==> config.mk <==
export PLATFORM = sky130hd
export DESIGN_NAME = awg_top
export DESIGN_NICKNAME = d
export VERILOG_FILES = /design/src/awg_pkg.sv /design/src/awg_accum.sv /design/src/awg_pll.sv /design/src/awg_top.sv
export SDC_FILE = /design/constraint.sdc
export NUM_CORES = 1
export LEC_CHECK = 0
export ABC_AREA = 1
export BUFFER_PORTS_ARGS = -buffer_cell sky130_fd_sc_hd__buf_2
export CAP_MARGIN = 20
export CORE_ASPECT_RATIO = 0.7
export CORE_MARGIN = 10
export CORE_UTILIZATION = 25
export CTS_CLUSTER_DIAMETER = 80
export CTS_CLUSTER_SIZE = 24
export DETAILED_ROUTE_END_ITERATION = 10
export PLACE_DENSITY = 0.47
export SETUP_SLACK_MARGIN = 0.02
export SYNTH_ARGS = -nofsm -noshare
export SYNTH_HDL_FRONTEND = slang
export SYNTH_SLANG_ARGS = --single-unit
==> constraint.sdc <==
create_clock -name clk_sys -period 6.7 [get_ports clk_sys]
set_input_delay 1.005 -clock clk_sys [delete_from_list [all_inputs] [get_ports clk_sys]]
set_output_delay 1.005 -clock clk_sys [all_outputs]
set_load 0.02 [all_outputs]
==> src/awg_pkg.sv <==
// package: constants for the accumulator waveform generator
package awg_pkg;

    // ------------------------------------------------------------------
    // register map (word offsets are byte addresses)
    // ------------------------------------------------------------------
    localparam logic [7:0] AWG_CTRL_OFS  = 8'h00;
    localparam logic [7:0] AWG_INCR_OFS  = 8'h04;
    localparam logic [7:0] AWG_ACC_OFS   = 8'h08;
    localparam logic [7:0] AWG_DIR_OFS   = 8'h0c;

    // ------------------------------------------------------------------
    // control word field positions
    // ------------------------------------------------------------------
    localparam int AWG_MODE_LSB  = 26;
    localparam int AWG_TAP_LSB   = 23;
    localparam logic [31:0] AWG_CTRL_MASK = 32'hff80_0000;
    localparam logic [31:0] AWG_RST_VAL   = 32'h0000_0000;
    localparam logic [1:0]  AWG_DIR_RST   = 2'h0;

    // ------------------------------------------------------------------
    // mode codes
    // ------------------------------------------------------------------
    localparam logic [4:0] AWG_MODE_VIDEO   = 5'h01;
    localparam logic [4:0] AWG_MODE_PLL_SE  = 5'h02;
    localparam logic [4:0] AWG_MODE_PLL_DF  = 5'h03;
    localparam logic [4:0] AWG_MODE_NCO_SE  = 5'h04;
    localparam logic [4:0] AWG_MODE_NCO_DF  = 5'h05;
    localparam logic [4:0] AWG_MODE_DUTY_SE = 5'h06;
    localparam logic [4:0] AWG_MODE_DUTY_DF = 5'h07;

    // ------------------------------------------------------------------
    // pll model: vco runs at 16x input, taps divide vco by 128 down to 1
    // ------------------------------------------------------------------
    localparam int         AWG_PLL_MULT    = 16;
    localparam int         AWG_VCO_BITS    = 8;
    localparam logic [7:0] AWG_VCO_STEP    = 8'(2 * AWG_PLL_MULT);   // half periods

    typedef enum logic [1:0] {
        AWG_GRP_OFF,
        AWG_GRP_PLL,
        AWG_GRP_NCO,
        AWG_GRP_DUTY
    } awg_grp_t;

    // mode code to mode group
    function automatic awg_grp_t awg_group(input logic [4:0] mode);
        if (mode == AWG_MODE_PLL_SE || mode == AWG_MODE_PLL_DF) begin
            return AWG_GRP_PLL;
        end else if (mode == AWG_MODE_NCO_SE || mode == AWG_MODE_NCO_DF) begin
            return AWG_GRP_NCO;
        end else if (mode == AWG_MODE_DUTY_SE || mode == AWG_MODE_DUTY_DF) begin
            return AWG_GRP_DUTY;
        end else begin
            return AWG_GRP_OFF;
        end
    endfunction : awg_group

endpackage : awg_pkg

==> src/awg_accum.sv <==
// phase accumulator with software load and carry output
`timescale 1ns/10ps
module awg_accum
    import awg_pkg::*;
(
    // clock and reset
    input  wire logic        clk_sys,
    input  wire logic        rst_n,
    // control
    input  wire logic        run,
    input  wire logic [31:0] incr,
    input  wire logic        load,
    input  wire logic [31:0] load_val,
    // state
    output logic      [31:0] acc_ff,
    output logic             carry_ff
);

    logic [32:0] nxt_sum;

    // 33-bit sum so the wrap past the maximum is visible as bit 32
    assign nxt_sum = {1'b0, acc_ff} + {1'b0, incr};

    // ------------------------------------------------------------------
    // accumulator: a software load overrides the add that cycle
    // ------------------------------------------------------------------
    always_ff @(posedge clk_sys or negedge rst_n) begin
        if (!rst_n) begin
            acc_ff <= AWG_RST_VAL;
        end else if (load) begin
            acc_ff <= load_val;
        end else if (run) begin
            acc_ff <= nxt_sum[31:0];
        end
    end

    // carry flag high exactly in cycles whose add wrapped
    always_ff @(posedge clk_sys or negedge rst_n) begin
        if (!rst_n) begin
            carry_ff <= 1'b0;
        end else begin
            carry_ff <= run && !load && nxt_sum[32];
        end
    end

    a_acc_adds: assert property (@(posedge clk_sys) disable iff (!rst_n)
        run && !load |=> acc_ff == 32'($past(acc_ff) + $past(incr)))
        else $error("accumulator did not add increment");

    a_carry_wrap: assert property (@(posedge clk_sys) disable iff (!rst_n)
        run && !load |=> carry_ff == ($past(acc_ff) > acc_ff))
        else $error("carry does not match wrap");

endmodule : awg_accum

==> src/awg_pll.sv <==
// behavioural x16 pll model with eight divided taps
`timescale 1ns/10ps
module awg_pll
    import awg_pkg::*;
(
    // clock and reset
    input  wire logic       clk_sys,
    input  wire logic       rst_n,
    // reference and tap
    input  wire logic       enable,
    input  wire logic       ref_in,
    input  wire logic [2:0] tap,
    // output
    output logic            pll_out_ff
);

    // the vco phase advances 32 half periods per reference cycle; bit 0 is
    // the vco itself, higher bits are the divided taps. digital model only:
    // it cannot step faster than clk_sys, so real taps above fsys/2 alias.
    logic [AWG_VCO_BITS+6:0] vco_ff;
    logic [15:0]             per_cnt_ff;
    logic [15:0]             per_ff;
    logic [15:0]             sub_ff;
    logic                    ref_d_ff;
    logic                    rise;

    assign rise = ref_in && !ref_d_ff;

    // reference edge detect and period measurement
    always_ff @(posedge clk_sys or negedge rst_n) begin
        if (!rst_n) begin
            ref_d_ff   <= 1'b0;
            per_cnt_ff <= 16'h0000;
            per_ff     <= 16'h0001;
        end else begin
            ref_d_ff <= ref_in;
            if (rise) begin
                per_cnt_ff <= 16'h0001;
                per_ff     <= (per_cnt_ff == 16'h0000) ? 16'h0001 : per_cnt_ff;
            end else if (per_cnt_ff != 16'hffff) begin
                per_cnt_ff <= per_cnt_ff + 16'h0001;
            end
        end
    end

    // ------------------------------------------------------------------
    // phase generator: 16 vco cycles per reference, relocked on each edge
    // ------------------------------------------------------------------
    always_ff @(posedge clk_sys or negedge rst_n) begin
        if (!rst_n) begin
            vco_ff <= '0;
            sub_ff <= 16'h0000;
        end else if (!enable) begin
            vco_ff <= '0;
            sub_ff <= 16'h0000;
        end else if (rise) begin
            // relock to a whole reference period; clearing the phase here
            // would stop the upper bits counting and kill the slow taps
            vco_ff <= {vco_ff[14:5] + 10'(vco_ff[4]), 5'h00};
            sub_ff <= 16'h0000;
        end else if (sub_ff + {8'h00, AWG_VCO_STEP} >= per_ff) begin
            sub_ff <= 16'(sub_ff + {8'h00, AWG_VCO_STEP} - per_ff);
            vco_ff <= vco_ff + 1'b1;
        end else begin
            sub_ff <= 16'(sub_ff + {8'h00, AWG_VCO_STEP});
        end
    end

    // tap 7 = vco, tap 0 = vco/128
    always_ff @(posedge clk_sys or negedge rst_n) begin
        if (!rst_n) begin
            pll_out_ff <= 1'b0;
        end else begin
            pll_out_ff <= enable && vco_ff[3'd7 - tap];
        end
    end

endmodule : awg_pll

==> src/awg_top.sv <==
// accumulator waveform generator: registers, mode decode, pin drive
`timescale 1ns/10ps

// Contract
// - oscillator modes add increment every cycle
// - first pin msb; differential adds inverted second
// - quarter increment gives 0,0,1,1 msb
// - frequency is increment over 2^32 times clock
// - above half scale frequency falls again
// - non power-of-two jitter left uncorrected
// - codes 2,3 are pll oscillator modes
// - code 1 video pll outside scope
// - pll multiplies by 16, eight taps
// - tap 0 divides vco by 128, 7 by one
// - tap field used only in pll modes
// - codes 6,7 are duty modes
// - duty output is addition carry
// - increment one carries once per 2^32
// - duty fraction equals increment over 2^32
// - duty equals oscillator only at half scale
module awg_top
    import awg_pkg::*;
(
    // clock and reset
    input  wire logic        clk_sys,
    input  wire logic        rst_n,
    // register port
    input  wire logic [7:0]  reg_addr,
    input  wire logic [31:0] reg_wdata,
    input  wire logic        reg_wr,
    input  wire logic        reg_rd,
    output logic      [31:0] reg_rdata,
    // pins
    output logic             first_pin,
    output logic             first_pin_oe,
    output logic             second_pin,
    output logic             second_pin_oe
);

    // ------------------------------------------------------------------
    // registers
    // ------------------------------------------------------------------
    logic [31:0] ctrl_ff;
    logic [31:0] incr_ff;
    logic [1:0]  dir_ff;
    logic [31:0] rdata_ff;
    logic [31:0] acc;
    logic        carry;
    logic        pll_out;
    logic [4:0]  counter_mode_select;
    logic [2:0]  pll_tap_select;
    awg_grp_t    grp;
    logic        diff;
    logic        run;
    logic        acc_load;
    logic        nxt_first;
    logic        nxt_second;
    logic        first_ff;
    logic        second_ff;

    assign counter_mode_select = ctrl_ff[AWG_MODE_LSB +: 5];
    assign pll_tap_select      = ctrl_ff[AWG_TAP_LSB +: 3];
    assign grp                 = awg_group(counter_mode_select);
    assign diff                = counter_mode_select[0];
    // video pll mode is not modelled: it leaves the accumulator idle
    assign run                 = (grp != AWG_GRP_OFF);
    assign acc_load            = reg_wr && (reg_addr == AWG_ACC_OFS);

    // control, increment and direction writes
    always_ff @(posedge clk_sys or negedge rst_n) begin
        if (!rst_n) begin
            ctrl_ff <= AWG_RST_VAL;
            incr_ff <= AWG_RST_VAL;
            dir_ff  <= AWG_DIR_RST;
        end else if (reg_wr) begin
            if (reg_addr == AWG_CTRL_OFS) begin
                ctrl_ff <= reg_wdata & AWG_CTRL_MASK;
            end else if (reg_addr == AWG_INCR_OFS) begin
                incr_ff <= reg_wdata;
            end else if (reg_addr == AWG_DIR_OFS) begin
                dir_ff <= reg_wdata[1:0];
            end
        end
    end

    // read data: one cycle after the strobe, zero for unmapped offsets
    always_ff @(posedge clk_sys or negedge rst_n) begin
        if (!rst_n) begin
            rdata_ff <= 32'h0000_0000;
        end else if (reg_rd) begin
            if (reg_addr == AWG_CTRL_OFS) begin
                rdata_ff <= ctrl_ff;
            end else if (reg_addr == AWG_INCR_OFS) begin
                rdata_ff <= incr_ff;
            end else if (reg_addr == AWG_ACC_OFS) begin
                rdata_ff <= acc;
            end else if (reg_addr == AWG_DIR_OFS) begin
                rdata_ff <= {30'h0, dir_ff};
            end else begin
                rdata_ff <= 32'h0000_0000;
            end
        end else begin
            rdata_ff <= 32'h0000_0000;
        end
    end

    assign reg_rdata = rdata_ff;

    // ------------------------------------------------------------------
    // datapath
    // ------------------------------------------------------------------
    // a write to the accumulator lets software do pwm by loading -width
    awg_accum u_accum (
        .clk_sys  (clk_sys),
        .rst_n    (rst_n),
        .run      (run),
        .incr     (incr_ff),
        .load     (acc_load),
        .load_val (reg_wdata),
        .acc_ff   (acc),
        .carry_ff (carry)
    );

    awg_pll u_pll (
        .clk_sys    (clk_sys),
        .rst_n      (rst_n),
        .enable     (grp == AWG_GRP_PLL),
        .ref_in     (acc[31]),
        .tap        (pll_tap_select),
        .pll_out_ff (pll_out)
    );

    // ------------------------------------------------------------------
    // output selection
    // ------------------------------------------------------------------
    // raw msb is passed straight out: the modular wrap gives the falling
    // frequency above half scale and jitter is deliberately not filtered
    always_comb begin
        nxt_first  = 1'b0;
        nxt_second = 1'b0;
        case (grp)
            AWG_GRP_NCO: begin
                nxt_first  = acc[31];
                nxt_second = diff && !acc[31];
            end
            AWG_GRP_PLL: begin
                nxt_first  = pll_out;
                nxt_second = diff && !pll_out;
            end
            AWG_GRP_DUTY: begin
                nxt_first  = carry;
                nxt_second = diff && !carry;
            end
            default: begin
                nxt_first  = 1'b0;
                nxt_second = 1'b0;
            end
        endcase
    end

    // pin flops; the direction bits only gate the enables
    always_ff @(posedge clk_sys or negedge rst_n) begin
        if (!rst_n) begin
            first_ff  <= 1'b0;
            second_ff <= 1'b0;
        end else begin
            first_ff  <= nxt_first;
            second_ff <= nxt_second;
        end
    end

    assign first_pin     = first_ff;
    assign second_pin    = second_ff;
    assign first_pin_oe  = dir_ff[0];
    assign second_pin_oe = dir_ff[1];

    // ------------------------------------------------------------------
    // checks
    // ------------------------------------------------------------------
    // writes land at the strobe edge and show one cycle later
    a_acc_load: assert property (@(posedge clk_sys) disable iff (!rst_n)
        reg_wr && reg_addr == AWG_ACC_OFS |=> acc == $past(reg_wdata))
        else $error("accumulator load lost");

    a_incr_write: assert property (@(posedge clk_sys) disable iff (!rst_n)
        reg_wr && reg_addr == AWG_INCR_OFS |=> incr_ff == $past(reg_wdata))
        else $error("increment write lost");

    a_dir_enables: assert property (@(posedge clk_sys) disable iff (!rst_n)
        reg_wr && reg_addr == AWG_DIR_OFS
        |=> {second_pin_oe, first_pin_oe} == $past(reg_wdata[1:0]))
        else $error("direction bits not on enables");

    a_ctrl_masked: assert property (@(posedge clk_sys) disable iff (!rst_n)
        reg_wr && reg_addr == AWG_CTRL_OFS
        |=> ctrl_ff == ($past(reg_wdata) & AWG_CTRL_MASK))
        else $error("control write not masked");

    // read data stands for the one cycle after the strobe, zero otherwise
    a_rdata_idle: assert property (@(posedge clk_sys) disable iff (!rst_n)
        !reg_rd |=> reg_rdata == 32'h0000_0000)
        else $error("read data outside read cycle");

    a_rdata_ctrl: assert property (@(posedge clk_sys) disable iff (!rst_n)
        reg_rd && reg_addr == AWG_CTRL_OFS |=> reg_rdata == $past(ctrl_ff))
        else $error("control read wrong");

    a_rdata_incr: assert property (@(posedge clk_sys) disable iff (!rst_n)
        reg_rd && reg_addr == AWG_INCR_OFS |=> reg_rdata == $past(incr_ff))
        else $error("increment read wrong");

    a_rdata_acc: assert property (@(posedge clk_sys) disable iff (!rst_n)
        reg_rd && reg_addr == AWG_ACC_OFS |=> reg_rdata == $past(acc))
        else $error("accumulator read wrong");

    // oscillator modes: pins follow the msb one cycle late
    a_nco_msb_out: assert property (@(posedge clk_sys) disable iff (!rst_n)
        grp == AWG_GRP_NCO && $stable(ctrl_ff) |=> first_pin == $past(acc[31]))
        else $error("oscillator pin not msb");

    a_nco_diff_pin: assert property (@(posedge clk_sys) disable iff (!rst_n)
        counter_mode_select == AWG_MODE_NCO_DF && $stable(ctrl_ff)
        |=> second_pin == !first_pin)
        else $error("differential pin not inverted");

    a_se_second_low: assert property (@(posedge clk_sys) disable iff (!rst_n)
        !diff |=> !second_pin)
        else $error("single-ended second pin active");

    a_half_toggle: assert property (@(posedge clk_sys) disable iff (!rst_n)
        grp == AWG_GRP_NCO && incr_ff == 32'h8000_0000 && !reg_wr
        |=> acc[31] != $past(acc[31]))
        else $error("half scale msb did not toggle");

    a_quarter_seq: assert property (@(posedge clk_sys) disable iff (!rst_n)
        grp == AWG_GRP_NCO && incr_ff == 32'h4000_0000 && acc == 32'h0000_0000
        && !reg_wr ##1 !reg_wr ##1 !reg_wr |=> acc[31] ##1 !acc[31])
        else $error("quarter sequence broken");

    a_quarter_msb: assert property (@(posedge clk_sys) disable iff (!rst_n)
        grp == AWG_GRP_NCO && incr_ff == 32'h4000_0000 && acc == 32'h0000_0000
        && !reg_wr ##1 !reg_wr ##1 !reg_wr
        |-> acc[31] && !$past(acc[31]) && !$past(acc[31], 2))
        else $error("quarter increment msb pattern wrong");

    // above half scale the phase steps backwards, so the rate falls again
    a_fold_quarter: assert property (@(posedge clk_sys) disable iff (!rst_n)
        grp == AWG_GRP_NCO && incr_ff == 32'hc000_0000 && !reg_wr
        |=> acc[31:30] == 2'($past(acc[31:30]) - 2'h1))
        else $error("three quarter step not folded");

    // pll modes: tap output on the first pin, inverse on the second when differential
    a_pll_pin: assert property (@(posedge clk_sys) disable iff (!rst_n)
        grp == AWG_GRP_PLL && $stable(ctrl_ff) |=> first_pin == $past(pll_out))
        else $error("pll pin not tap output");

    a_pll_diff: assert property (@(posedge clk_sys) disable iff (!rst_n)
        counter_mode_select == AWG_MODE_PLL_DF |=> second_pin == !first_pin)
        else $error("pll differential not inverted");

    a_pll_tap_only: assert property (@(posedge clk_sys) disable iff (!rst_n)
        grp != AWG_GRP_PLL |=> !pll_out)
        else $error("pll output active outside pll modes");

    // duty modes: the add carry drives the first pin
    a_duty_carry: assert property (@(posedge clk_sys) disable iff (!rst_n)
        grp == AWG_GRP_DUTY && $stable(ctrl_ff) |=> first_pin == $past(carry))
        else $error("duty pin not carry");

    a_duty_diff: assert property (@(posedge clk_sys) disable iff (!rst_n)
        counter_mode_select == AWG_MODE_DUTY_DF && $stable(ctrl_ff)
        |=> second_pin == !first_pin)
        else $error("differential duty not inverted");

    a_one_carry: assert property (@(posedge clk_sys) disable iff (!rst_n)
        grp == AWG_GRP_DUTY && incr_ff == 32'h0000_0001 && !reg_wr
        |=> carry == ($past(acc) == 32'hffff_ffff))
        else $error("unit increment carry wrong");

    a_ones_gap: assert property (@(posedge clk_sys) disable iff (!rst_n)
        grp == AWG_GRP_DUTY && incr_ff == 32'hffff_ffff && !reg_wr
        |=> carry == ($past(acc) != 32'h0000_0000))
        else $error("all-ones increment carry wrong");

    a_half_equal: assert property (@(posedge clk_sys) disable iff (!rst_n)
        grp == AWG_GRP_DUTY && incr_ff == 32'h8000_0000 && !reg_wr
        && $stable(incr_ff) && $stable(ctrl_ff) |=> carry == !acc[31])
        else $error("half scale duty differs from oscillator");

    // off and video codes: accumulator frozen, pins low
    a_off_quiet: assert property (@(posedge clk_sys) disable iff (!rst_n)
        grp == AWG_GRP_OFF && $stable(ctrl_ff) |=> !first_pin && !second_pin)
        else $error("pins active in off mode");

    a_off_frozen: assert property (@(posedge clk_sys) disable iff (!rst_n)
        grp == AWG_GRP_OFF && !reg_wr |=> acc == $past(acc))
        else $error("accumulator moved while off");

endmodule : awg_top

After elaboration in Yosys (flattened, before gate mapping)

Index checks and enable logic that the tools add are counted.

Register bits: 175
Bits of input ports: 44
Output and inout port bits: 36
Word-level logic and storage cells: 86

Add/subtract/negate cells: 7
$lt $le $gt $ge: 2
Equality and inequality tests: 14
Mux-type cells: 23
Bitwise logic cells: 2
Reductions and logical operators: 24

Operators with widths:

| kind                                                                          | number |
|---|---|
| 32-bit two-way mux                                                            | 6 |
| 16-bit two-way mux                                                            | 6 |
| 15-bit two-way mux                                                            | 3 |
| 32-bit by 32-bit adder with 33-bit output                                     | 1 |
| 5-bit by 3-bit == test with 1-bit output (second input constant)              | 4 |
| 16-bit by 1-bit adder with 16-bit output (second input constant)              | 1 |
| 16-bit by 6-bit adder with 16-bit output (second input constant)              | 1 |
| 8-bit by 4-bit == test with 1-bit output (second input constant)              | 2 |
| 16-bit greater-or-equal comparator                                            | 1 |
| 16-bit zero test                                                              | 1 |
| 16-bit inequality test (second input constant)                                | 1 |
| 16-bit subtractor                                                             | 1 |
| 15-bit by 1-bit adder with 15-bit output (second input constant)              | 1 |
| 10-bit by 1-bit adder with 10-bit output                                      | 1 |
| 5-bit by 2-bit == test with 1-bit output (second input constant)              | 2 |
| 8-bit by 3-bit == test with 1-bit output (second input constant)              | 1 |
| 1-bit logical AND                                                             | 8 |
| 8-bit zero test                                                               | 1 |
| 2-bit two-way mux                                                             | 4 |
| 1-bit case mux with 3 select lines                                            | 2 |
| 2-bit nonzero test                                                            | 3 |
| 1-bit zero test                                                               | 5 |
| 3-bit by 5-bit less-than comparator with 1-bit output (second input constant) | 1 |
| 2-bit == test (second input constant)                                         | 2 |
| other kinds (10)                                                              | 13 |

Logic depth before layout (Yosys ltp)

Gate-level depths: netlist of run 1.

Depth after elaboration: 8
Depth in mapped cells: 17
Mapped depth without buffers: 17

By module

From an unflattened synthesis of run 1, not the netlist that was laid out.

Cell total of the unflattened synthesis: 1,656
Area total of the unflattened synthesis: 11,432.2 um^2

By module, submodules not included:

| module    | instances | cells each | area each (um^2) | seq. area each (um^2) |
|---|---|---|---|---|
| awg_pll   | 1         | 610        | 4,191.5          | 1,452.6 |
| awg_accum | 1         | 641        | 3,778.6          | 825.8 |
| awg_top   | 1         | 405        | 3,462.1          | 1,926.8 |

Least setup slack after synthesis of run 1

Ideal clock, no wire load.

Path kind: register -> register
Start: register u_pll.sub_ff[7]
End: register u_pll.vco_ff[6]
Setup time: 0.123 ns
Data arrival time: 2.156 ns
Required time: 6.577 ns
Slack: 4.420 ns
Cell stages (with the launch flop): 17
Path buffers: 1
Clock period less this slack: 2.280 ns
Cells stage by stage: dfrtp_1 > nand2_1 > nor2_1 > nand3_1 > nor2_1 > nand3_1 > xor2_1 > inv_1 > ha_1 > nand4_1 > nor3_1 > nand2_1 > nand2_4 > nor2_2 > buf_4 > nand2_1 > o21ai_1

Longest elaborated chain between the ends: 3

Ends and longest elaborated chain:

| what                                     | line          | RTL |
|---|---|---|
| from (decl)                              | awg_pll.sv:23 | `logic [15:0] sub_ff;` |
| from (signal assigned)                   | awg_pll.sv:62 | `sub_ff <= 16'(sub_ff + {8'h00, AWG_VCO_STEP} - per_ff);` |
| from (signal assigned)                   | awg_pll.sv:65 | `sub_ff <= 16'(sub_ff + {8'h00, AWG_VCO_STEP});` |
| 16-bit by 6-bit adder with 16-bit output | awg_pll.sv:61 | `end else if (sub_ff + {8'h00, AWG_VCO_STEP} >= per_ff) begin` |
| 16-bit greater-or-equal comparator       | awg_pll.sv:61 |  |
| 3-bit inequality test (no source line)   | --            |  |
| to (signal assigned)                     | awg_pll.sv:59 | `vco_ff <= {vco_ff[14:5] + 10'(vco_ff[4]), 5'h00};` |
| to (signal assigned)                     | awg_pll.sv:63 | `vco_ff <= vco_ff + 1'b1;` |
| to (decl)                                | awg_pll.sv:20 | `logic [AWG_VCO_BITS+6:0] vco_ff;` |

Every way passes these cells.
A chain may end at the register's enable or synchronous reset.

Final worst setup path of run 1

Start: register u_pll.sub_ff[5]
End: register u_pll.vco_ff[5]

The elaborated chain is that of the path after synthesis.

==> load_flow_metrics.sql, run 1 <==
INSERT INTO impl_metrics (metric_group, metric, value, unit) VALUES
('run_status', 'outcome', 'complete, no violations', ''),
('timing', 'slew_headroom', '0.362', ''),
('worst_setup_path', 'timing.rr.start', 'u_pll.sub_ff[5]', ''),
('clocking', 'clkLatencyLatePin', '470', 'ps'),
('die', 'start_util', '0.253', ''),
('logic_synthesis', 'synth_cell_types', '53', ''),
('clocking', 'clock_sinks', '168', ''),
('power_and_ir_drop', 'max-vdd-ir-drop', '0.200', 'mV'),
('timing', 'final.period_utilization', '0.493', ''),
('timing', 'timing_hold_violations_final', '0', ''),
('detailed_routing', 'drc', '0', ''),
('timing', 'period_minus_slack', '3300', 'ps'),
('clocking', 'postCtsSetupBuffers', '0', ''),
('worst_setup_path', 'ff2ff_setup_slack', '3400', 'ps'),
('detailed_routing', 'routed_wirelength', '34000', 'um'),
('worst_setup_path', 'critical_path.startpoint_type', 'flop', ''),
('timing', 'clock_skew', '16.7', 'ps'),
('finish', 'mostFrequentLayoutCells', '511 x nand2_1, 273 x inv_1, 167 x dfrtp_1, 99 x nor2_1, 93 x nand3_1', ''),
('worst_setup_path', 'crit_type', 'reg -> reg', ''),
('worst_setup_path', 'worst-path-buf-inv', '2', ''),
('global_route', 'initial_antenna_violation_count', '1', ''),
('global_route', 'globalRoute.totalOverflow', '0', ''),
('timing', 'max_slew.worst_pin.slew', '954', 'ps'),
('placement', 'dp_cells', '2219', ''),
('logic_synthesis', 'synth_nets', '1674', ''),
('timing', 'grt_setup_unrepaired', 'false', ''),
('detailed_routing', 'iteration_0_drc_markers', '788', ''),
('finish', 'fillCellCount', '4856', ''),
('detailed_routing', 'routed_via_density', '4.42', ''),
('detailed_routing', 'routedWlPerCell', '15.1', 'um'),
('clocking', 'tritoncts', 'done', ''),
('finish', 'final_common_cell', 'nand2_1', ''),
('finish', 'stdcell_count', '2252', ''),
('worst_setup_path', 'worst-path-max-fanout', '20', ''),
('global_route', 'global_route.usage.total', '0.132', ''),
('logic_synthesis', 'synth.yosys.seq_area_share', '0.380', ''),
('die', 'design.die.area', '53300', 'sq um'),
('worst_setup_path', 'critical-path-max-stage-delay', '700', 'ps'),
('placement', 'gpl.final_weighted_congestion', '0.879', ''),
('detailed_routing', 'ant_nets', '0', ''),
('job', 'maxCapViolCount', '0', ''),
('logic_synthesis', 'yosys_warnings', '0', ''),
('timing', 'achievable-frequency', '303', 'MHz'),
('logic_synthesis', 'top_ff_cell_synth', 'dfrtp_1', ''),
('detailed_routing', 'route.vias.total', '9955', ''),
('die', 'die_height', '196', 'um'),
('logic_synthesis', 'syn-mean-instance-area', '7.04', 'sq um'),
('clocking', 'worst_setup_hold_path_clk_slew', '70', 'ps'),
('placement', 'post-dp-hpwl', '26800', 'um'),
('clocking', 'post_cts_resized', '0', ''),
('clocking', 'postCtsHoldBufs', '0', ''),
('placement', 'place.port_buffers', '79', ''),
('global_route', 'grt_pass1_wl', '55900', 'um'),
('worst_setup_path', 'worst-endpoint-arrival', '3680', 'ps'),
('finish', 'sequential_cell_area', '4210', 'sq um'),
('worst_setup_path', 'worst-endpoint-required', '7080', 'ps'),
('power_and_ir_drop', 'power.static_leakage', '6.83', 'nW'),
('finish', 'multi_input_area', '5620', 'sq um'),
('min_path', 'hold_path_class', 'in -> async', ''),
('worst_setup_path', 'standard_cell_with_the_maximum_stage_delay_on_the_critical_path', 'nor2_2', ''),
('worst_setup_path', 'worstPathCellList', 'ha_1 -> nand3_1 -> nor2_1 -> inv_1 -> nand2_1 -> inv_1 -> ha_1 -> a21oi_2 -> o21ai_1 -> a21oi_2 -> nand2_4 -> nor2_2 -> nand2_1 -> o21ai_1', ''),
('worst_setup_path', 'worst_r2r_end', 'u_pll.vco_ff[5]', ''),
('clocking', 'clock-root-buffer', 'clkbuf_16', ''),
('die', 'die_w', '272', 'um'),
('global_route', 'maximum_number_of_pins_on_one_net_before_global_route_repair', '74', ''),
('logic_synthesis', 'synth_cells', '1574', ''),
('placement', 'dpl_cell_area', '12000', 'sq um'),
('clocking', 'max-clock-path-buffers', '2', ''),
('clocking', 'cts_buffers', '17', ''),
('global_route', 'vias_in_the_first_global_route', '9701', ''),
('die', 'standard_cell_core_area', '43700', 'sq um');
[worst max path at each step]
| stage | from | endpoint | slack [ps] | depth (start not counted) |
|---|---|---|---|---|
| 6_report | u_pll.sub_ff[5] | u_pll.vco_ff[5] | 3400 | 14 |
| 5_1_grt | u_pll.sub_ff[5] | u_pll.sub_ff[5] | 3000 | 14 |
| 4_1_cts | u_pll.sub_ff[5] | u_pll.vco_ff[5] | 3380 | 14 |
| 3_5_place_dp | reg_addr[5] | u_accum.acc_ff[20] | 2980 | 9 |
| 3_3_place_gp | reg_addr[7] | u_accum.acc_ff[17] | 3070 | 9 |
| 2_1_floorplan | u_pll.sub_ff[7] | u_pll.vco_ff[6] | 4420 | 16 |
[layer usage]
metal / GRT usage / wire [um] / vias to the layer above
met2: 0.170 / 12500 / 194
met5: 0 / 0 / -
met3: 0.0267 / 1590 / 20
met1: 0.212 / 19500 / 4623
met4: 0.0310 / 396 / 0
li1: - / - / 5118
[registers in the layout, indices dropped and copies added (netlist names)]
register          cells
ctrl_ff               9
second_pin            1
u_pll.vco_ff          8
reg_rdata            32
incr_ff              32
dir_ff                2
u_pll.ref_d_ff        1
first_pin             1
u_pll.pll_out_ff      1
u_pll.per_ff         16
u_pll.per_cnt_ff     16
u_accum.carry_ff      1
u_accum.acc_ff       32
u_pll.sub_ff         16
[stage by stage]
step | setup WS [ps] | hold slack, ps
2_1_floorplan | 4420 | 378
3_3_place_gp | 3070 | 419
3_5_place_dp | 2980 | 424
4_1_cts | 3380 | 424
5_1_grt | 3000 | 447
6_report | 3400 | 434
[layout make-up]
class,count,area share
antenna,1,0.000198
timing repair buffer,82,0.0335
multi-input combinational,1093,0.444
sequential,168,0.332
inverter,282,0.0836
clock inverter,15,0.0143
clock buffer,17,0.0336
tap,594,0.0587
[Yosys cell counts (3+ instances only)]
master / n / share of area
nand3_1: 93 / 0.042
nand2_2: 5 / 0.0028
a31oi_1: 5 / 0.0028
inv_1: 273 / 0.093
ha_1: 54 / 0.061
dfrtp_1: 167 / 0.38
inv_2: 7 / 0.0024
clkbuf_1: 5 / 0.0017
buf_2: 15 / 0.0068
xor2_1: 11 / 0.0087
o21ai_1: 35 / 0.016
nor3_1: 15 / 0.0068
nand2_1: 511 / 0.17
o21bai_1: 7 / 0.0047
buf_4: 3 / 0.0020
xnor2_1: 11 / 0.0087
o21ai_0: 70 / 0.032
nor2_4: 4 / 0.0041
o221ai_1: 11 / 0.0087
nand4_1: 14 / 0.0079
nor2_1: 99 / 0.034
a21oi_1: 73 / 0.033
nor4_1: 7 / 0.0040
a21oi_2: 3 / 0.0024
nor2_2: 5 / 0.0028
buf_6: 6 / 0.0061
o22ai_1: 8 / 0.0045
and2_1: 7 / 0.0040
mux2_4: 10 / 0.014
nand3b_1: 5 / 0.0034
o211ai_1: 4 / 0.0027
nand2_4: 3 / 0.0031
[where the power goes]
group | internal [mW] | leakage [nW] | switching [mW]
logic | 0.387 | 4.23 | 0.773
clock network | 0.567 | 0.299 | 0.484
registers | 1.15 | 2.31 | 0.117
[kinds of logic (layout without fill, tap and decap cells)]
logic type,count (synthesis),count (layout),synth area share
buffers and inverters,313,396,0.113
multiplexers,13,13,0.0166
flip-flops,168,168,0.380
AND/OR/NAND/NOR,775,775,0.294
adder cells (fa/ha/maj),56,56,0.0646
AO/OA/AOI/OAI,227,227,0.115
XOR/XNOR,22,22,0.0174
other,0,1,0
[worst register-to-register path, delay by kind of cell, from the launching register on]
kind	cells	cell delay, ps
adder cells (fa/ha/maj)	2	660
flip-flops	1	410
buffers and inverters	2	110
AO/OA/AOI/OAI	4	730
AND/OR/NAND/NOR	6	1310
(Power assumes the default switching activity.)
==> run 2, diff against run 1 <==
PLACE_DENSITY = 0.48   (was 0.47)
clock period = 2.7 ns   (was 6.7 ns; I/O delays follow)
==> run 2 against run 1 <==
- final cell count up 1.1%
- sequential cell count is the same
- first-iteration DRC count rose by 2.5%
- routed wire length grew 2.4%
- global-route usage about the same
- highest routed layer unchanged
- non-clock buffer count is 24 higher
- core utilization grew 0.79 points
- maximum frequency is 30% higher
- setup slack got worse by 3200 ps
- critical path depth is 3 higher
- design area increased by 2.7%
==> load_flow_metrics.sql, run 2 (synthesized netlist as in run 1, its figures left out) <==
INSERT INTO impl_metrics (metric_group, metric, value, unit) VALUES
('timing', 'tns', '0', 'ps'),
('clocking', 'clkLatencyLatePin', '460', 'ps'),
('clocking', 'cts.htree.levels', '4', ''),
('detailed_routing', 'drc', '0', ''),
('min_path', 'hold_path_class', 'in -> reg', ''),
('die', 'standard_cell_core_area', '43700', 'sq um'),
('die', 'io-pin-count', '80', ''),
('timing', 'clock_skew', '17.4', 'ps'),
('timing', 'final.period_utilization', '0.942', ''),
('timing', 'period_minus_slack', '2540', 'ps'),
('worst_setup_path', 'worst-endpoint-required', '3080', 'ps'),
('finish', 'fillCellCount', '4834', ''),
('timing', 'grt_setup_unrepaired', 'true', ''),
('finish', 'mostFrequentLayoutCells', '504 x nand2_1, 270 x inv_1, 166 x dfrtp_1, 94 x nor2_1, 92 x nand3_1', ''),
('die', 'die_height', '196', 'um'),
('clocking', 'clock_sinks', '168', ''),
('timing', 'achievable-frequency', '393', 'MHz'),
('finish', 'final_util', '0.297', ''),
('clocking', 'clock-root-buffer', 'clkbuf_16', ''),
('timing', 'timing_hold_violations_final', '0', ''),
('global_route', 'globalRoute.totalOverflow', '0', ''),
('detailed_routing', 'route.vias.total', '10087', ''),
('power_and_ir_drop', 'max-vdd-ir-drop', '0.436', 'mV'),
('finish', 'final_common_cell', 'nand2_1', ''),
('global_route', 'vias_in_the_first_global_route', '9887', ''),
('detailed_routing', 'ant_nets', '0', ''),
('global_route', 'grt_pass1_wl', '56000', 'um'),
('detailed_routing', 'routed_wirelength', '34800', 'um'),
('worst_setup_path', 'crit_type', 'reg -> reg', ''),
('timing', 'max_slew.worst_pin.slew', '690', 'ps'),
('global_route', 'global_route.usage.total', '0.132', ''),
('die', 'start_util', '0.253', ''),
('clocking', 'worst_setup_hold_path_clk_slew', '70', 'ps'),
('run_status', 'outcome', 'complete, no violations', ''),
('die', 'design.die.area', '53300', 'sq um'),
('timing', 'final-setup-viol-count', '0', ''),
('worst_setup_path', 'worst-endpoint-arrival', '2930', 'ps'),
('worst_setup_path', 'worstPathCellList', 'nand2_2 -> nor2_2 -> nand3_1 -> nor2_2 -> nand3_2 -> xor2_2 -> inv_2 -> ha_4 -> buf_4 -> nand3_1 -> nand2_1 -> a21oi_2 -> nand2_4 -> nor2_4 -> buf_6 -> nand2_1 -> o21ai_1', ''),
('global_route', 'maximum_number_of_pins_on_one_net_before_global_route_repair', '66', ''),
('timing', 'finalMaxSlewViolations', '0', ''),
('finish', 'drive_gt1_frac', '0.128', ''),
('detailed_routing', 'routedWlPerCell', '15.3', 'um'),
('die', 'die_w', '272', 'um'),
('worst_setup_path', 'worst-path-max-fanout', '10', ''),
('placement', 'post-dp-hpwl', '27400', 'um'),
('timing', 'slew_headroom', '0.540', ''),
('finish', 'design.final.nets', '1768', ''),
('job', 'maxCapViolCount', '0', ''),
('detailed_routing', 'routed_via_density', '4.43', ''),
('power_and_ir_drop', 'power_per_cell_area', '682', 'nW/um^2'),
('power_and_ir_drop', 'power.static_leakage', '6.96', 'nW'),
('placement', 'place.port_buffers', '79', ''),
('clocking', 'max-clock-path-buffers', '2', ''),
('detailed_routing', 'drt-pass1-iter-count', '6', ''),
('global_route', 'initial_antenna_violation_count', '2', ''),
('worst_setup_path', 'standard_cell_with_the_maximum_stage_delay_on_the_critical_path', 'dfrtp_1', ''),
('finish', 'layout-area-overhead-vs-synth', '17.4', '%'),
('placement', 'gpl.final_weighted_congestion', '0.906', ''),
('worst_setup_path', 'critical_path.startpoint_type', 'flop', ''),
('worst_setup_path', 'critPathCaptureType', 'flop', ''),
('worst_setup_path', 'critical-path-max-stage-delay', '420', 'ps'),
('clocking', 'cts_buffers', '17', ''),
('die', 'row_count', '64', ''),
('clocking', 'tritoncts', 'done', ''),
('detailed_routing', 'iteration_0_drc_markers', '808', '');
==> run 2: changes by cell type in the layout (fill, tap and decap cells not counted), sizes merged <==
cell	delta
buf	+23
dlygate4sd3	+1
clkinvlp	+1
bufinv	-1
clkinv	+4
inv	-4
==> run 2: worst max-delay path, delay by kind of cell (launching register included) <==
kind / cells / cell delay (ps)
AND/OR/NAND/NOR: 10 / 1030
flip-flops: 1 / 420
buffers and inverters: 3 / 360
adder cells (fa/ha/maj): 1 / 250
AO/OA/AOI/OAI: 2 / 250
XOR/XNOR: 1 / 160
==> run 2: final timing paths <==
kind | slack (ps) | startpoint | end | cells after the start
hold reg to reg | 420 | u_accum.acc_ff[31] | u_pll.ref_d_ff | 0
setup reg to reg | 160 | u_pll.sub_ff[7] | u_pll.sub_ff[1] | 17
setup / recovery | 160 | u_pll.sub_ff[7] | u_pll.sub_ff[1] | 17
hold / removal | 180 | reg_wdata[9] | u_accum.acc_ff[9] | 3
max in group asynchronous | 1440 | rst_n | u_pll.sub_ff[5] | 3
min in group asynchronous | 540 | rst_n | reg_rdata[14] | 2
==> run 2: layer usage <==
metal,track usage,up-vias,share of wire
li1,-,5159,-
met1,0.212,4709,0.57
met2,0.174,197,0.38
met3,0.0242,22,0.046
met4,0.0302,0,0.010
met5,0,-,0
==> run 2: repair_timing <==
action,4_1_cts,5_1_grt
hold buffers,1,0
resized for setup,3,36
hold endpoints to repair,40,0
pin swaps,0,14
buffers inserted,0,8
setup endpoints to repair,19,24
==> run 2: layout make-up <==
cell class              count  area, sq um  area share
diodes                      1         2.50    0.000192
clock buffers              17          425      0.0327
clock inverters            15          168      0.0129
inverters                 282         1060      0.0814
multi-input cells        1093         5760       0.443
flip-flops and latches    168         4210       0.323
well taps                 594          743      0.0571
repair buffers            106          643      0.0495
==> run 2: power breakdown <==
group	leakage [nW]	internal, mW	switching (mW)
sequential	2.30	2.84	0.293
combinational	4.37	1.15	2.05
clock	0.287	1.31	1.21
total	6.96	5.31	3.56
==> run 2: stage by stage <==
stage	cells	total power [mW]	cell area, sq um	hold slack [ps]	setup slack (ps)
final	2276	8.87	13000	180	157
after global routing	2275	9.54	13000	171	-22.4
after CTS	2267	8.68	12800	163	24.3
after detailed placement	2234	6.10	12200	410	-14.4
after global placement	2234	6.09	12200	410	73.8
after floorplan	1574	5.26	11100	109	420
==> run 3, diff against run 2 <==
CELL_PAD_IN_SITES_DETAIL_PLACEMENT = 1   (was unset)
CELL_PAD_IN_SITES_GLOBAL_PLACEMENT = 1   (was unset)
PLACE_DENSITY = 0.59   (was 0.48)
==> run 3 against run 2 <==
- sequential share of layout area is 0.43 points lower
- register-to-register slack worse by 40 ps
- setup slack worse by 38 ps
- sequential cell count unchanged
- via count is 3.3% higher
- final cell count is 0.40% higher
- first-iteration DRC count shrank 13%
- non-clock buffer count increased by 10
- hold slack got worse by 10 ps
- critical endpoint is now u_pll.vco_ff[3]
- highest routed layer is now met5
==> load_flow_metrics.sql, run 3 (synthesized netlist as in run 1, its figures left out) <==
INSERT INTO impl_metrics (metric_group, metric, value, unit) VALUES
('clocking', 'clkLatencyLatePin', '470', 'ps'),
('timing', 'grt_setup_unrepaired', 'true', ''),
('finish', 'sequential_cell_area', '4210', 'sq um'),
('global_route', 'initial_antenna_violation_count', '1', ''),
('detailed_routing', 'ant_nets', '0', ''),
('timing', 'tns', '0', 'ps'),
('detailed_routing', 'iteration_0_drc_markers', '707', ''),
('power_and_ir_drop', 'sw_frac_of_total', '0.415', ''),
('power_and_ir_drop', 'net-switching-power', '3.80', 'mW'),
('power_and_ir_drop', 'clockPowerShare', '0.276', ''),
('detailed_routing', 'routed_via_density', '4.56', ''),
('clocking', 'worst_setup_hold_path_clk_slew', '80', 'ps'),
('timing', 'clock_skew', '15.3', 'ps'),
('worst_setup_path', 'worst-path-max-fanout', '10', ''),
('timing', 'final.setup.worst_slack', '119', 'ps'),
('die', 'design.die.area', '53300', 'sq um'),
('worst_setup_path', 'timing.rr.start', 'u_pll.sub_ff[8]', ''),
('timing', 'period_minus_slack', '2580', 'ps'),
('power_and_ir_drop', 'max-vdd-ir-drop', '0.447', 'mV'),
('timing', 'finalMaxSlewViolations', '0', ''),
('placement', 'place.port_buffers', '79', ''),
('min_path', 'worstHoldPathCells', '3', ''),
('worst_setup_path', 'worst_r2r_end', 'u_pll.vco_ff[3]', ''),
('die', 'row_count', '64', ''),
('worst_setup_path', 'crit_type', 'reg -> reg', ''),
('detailed_routing', 'drc', '0', ''),
('power_and_ir_drop', 'report.power.total', '9.17', 'mW'),
('clocking', 'tritoncts', 'done', ''),
('placement', 'post-dp-hpwl', '31000', 'um'),
('min_path', 'whs_endpoint', 'u_accum.acc_ff[6]', ''),
('finish', 'final_common_cell', 'nand2_1', ''),
('die', 'io-pin-count', '80', ''),
('job', 'maxCapViolCount', '0', ''),
('power_and_ir_drop', 'internal_power', '5.36', 'mW'),
('power_and_ir_drop', 'sequentialPowerShare', '0.343', ''),
('clocking', 'cts.htree.levels', '4', ''),
('finish', 'antenna_cells_inserted', '0', ''),
('timing', 'final-setup-viol-count', '0', ''),
('timing', 'slew_headroom', '0.544', ''),
('clocking', 'clock-root-buffer', 'clkbuf_16', ''),
('die', 'die_w', '272', 'um'),
('die', 'standard_cell_core_area', '43700', 'sq um'),
('clocking', 'cts_buffers', '17', ''),
('finish', 'layout-area-overhead-vs-synth', '19.0', '%'),
('clocking', 'clock_sinks', '168', ''),
('finish', 'multi_input_area', '5820', 'sq um'),
('die', 'start_util', '0.253', ''),
('run_status', 'outcome', 'complete, no violations', ''),
('finish', 'final_util', '0.302', ''),
('detailed_routing', 'route.vias.total', '10422', ''),
('power_and_ir_drop', 'comb_power_share', '0.381', ''),
('placement', 'gpl.final_weighted_congestion', '0.857', ''),
('finish', 'drive_gt1_frac', '0.137', ''),
('min_path', 'hold_path_class', 'in -> reg', ''),
('finish', 'mostFrequentLayoutCells', '503 x nand2_1, 269 x inv_1, 165 x dfrtp_1, 95 x nor2_1, 90 x nand3_1', ''),
('finish', 'fillCellCount', '5492', ''),
('global_route', 'global_route.usage.total', '0.149', ''),
('global_route', 'maximum_number_of_pins_on_one_net_before_global_route_repair', '76', ''),
('worst_setup_path', 'critical_path.startpoint_type', 'flop', ''),
('timing', 'max_slew.worst_pin.slew', '684', 'ps'),
('min_path', 'hold_path.startpoint', 'reg_wdata[6]', ''),
('detailed_routing', 'routedWlPerCell', '17.4', 'um'),
('global_route', 'vias_in_the_first_global_route', '10670', ''),
('clocking', 'max-clock-path-buffers', '2', ''),
('die', 'die_height', '196', 'um'),
('detailed_routing', 'drt-pass1-iter-count', '5', ''),
('worst_setup_path', 'worst-endpoint-required', '3080', 'ps'),
('timing', 'final.period_utilization', '0.956', ''),
('worst_setup_path', 'critPathCaptureType', 'flop', ''),
('worst_setup_path', 'ff2ff_setup_slack', '120', 'ps'),
('finish', 'design.final.nets', '1778', ''),
('detailed_routing', 'routed_wirelength', '39700', 'um'),
('worst_setup_path', 'worst-endpoint-arrival', '2960', 'ps'),
('placement', 'dp_slack', '-48.7', 'ps'),
('global_route', 'globalRoute.totalOverflow', '0', ''),
('global_route', 'grt_pass1_wl', '62600', 'um'),
('worst_setup_path', 'r2r_cells', '15', ''),
('timing', 'achievable-frequency', '387', 'MHz'),
('power_and_ir_drop', 'power.static_leakage', '7.02', 'nW'),
('power_and_ir_drop', 'power_per_cell_area', '695', 'nW/um^2'),
('timing', 'timing_hold_violations_final', '0', '');
==> run 3: cell count changes in the layout (fill, tap and decap cells not counted), moves of 3 or more <==
cell     before  now
inv_6         2    6
buf_4        21   28
nor2_4        5    8
nand2_4       5    2
a21oi_1      70   67
nor2_2        9    5
==> run 3: layout make-up <==
class / instances / area share
clock inverter: 15 / 0.0119
multi-input combinational: 1093 / 0.442
clock buffer: 17 / 0.0323
sequential: 168 / 0.319
inverter: 282 / 0.0807
tap: 594 / 0.0564
timing repair buffer: 116 / 0.0579
==> run 3: worst max-delay path by stage <==
stage | startpoint | to | slack [ps] | cells past startpoint
after floorplan | u_pll.sub_ff[7] | u_pll.vco_ff[6] | 420 | 16
after global placement | u_pll.sub_ff[8] | u_pll.sub_ff[14] | 60 | 16
after detailed placement | u_pll.sub_ff[8] | u_pll.sub_ff[2] | -50 | 16
after CTS | u_pll.sub_ff[8] | u_pll.vco_ff[3] | 20 | 16
after global routing | u_pll.sub_ff[8] | u_pll.vco_ff[3] | -90 | 17
final | u_pll.sub_ff[8] | u_pll.vco_ff[3] | 120 | 15
==> run 3: worst max-delay path, cell delays in order (launching register included) <==
cell,delay [ps]
dfrtp_1,410
buf_4,150
nand2_2,60
nor2_4,130
nand2_1,80
xor2_1,140
inv_1,80
ha_1,350
a21oi_2,190
o21ai_2,100
a21oi_4,210
nand2_8,110
nor2_4,180
buf_12,160
nand2_1,70
o21ai_1,80
==> run 3: per-stage QoR <==
stage	hold slack, ps	instances	cell area, sq um
2_1_floorplan	109	1574	11100
3_3_place_gp	399	2234	12200
3_5_place_dp	419	2234	12200
4_1_cts	148	2269	12900
5_1_grt	160	2285	13200
6_report	170	2285	13200
==> run 3: power groups by stage <==
stage	clock [mW]	combinational, mW	sequential [mW]
3_3_place_gp	0	3.03	3.17
3_5_place_dp	0	3.09	3.18
6_report	2.53	3.49	3.14
5_1_grt	2.71	3.94	3.19
2_1_floorplan	0	2.18	3.08
4_1_cts	2.59	3.17	3.14
==> run 3: per-layer routing <==
metal	wire, um	share of wire	GRT usage
met1	22700	0.57	0.233
met2	15100	0.38	0.201
met3	1590	0.040	0.0321
met4	359	0.0090	0.0304
met5	13	0.00033	0
==> run 3: repair_timing <==
action | in CTS | in global routing
setup buffers | 2 | 14
setup endpoints to repair | 22 | 24
pin swaps | 4 | 14
endpoints found under the hold margin | 16 | 0
resized for setup | 11 | 43
hold buffers | 1 | 0
gates cloned | 0 | 2
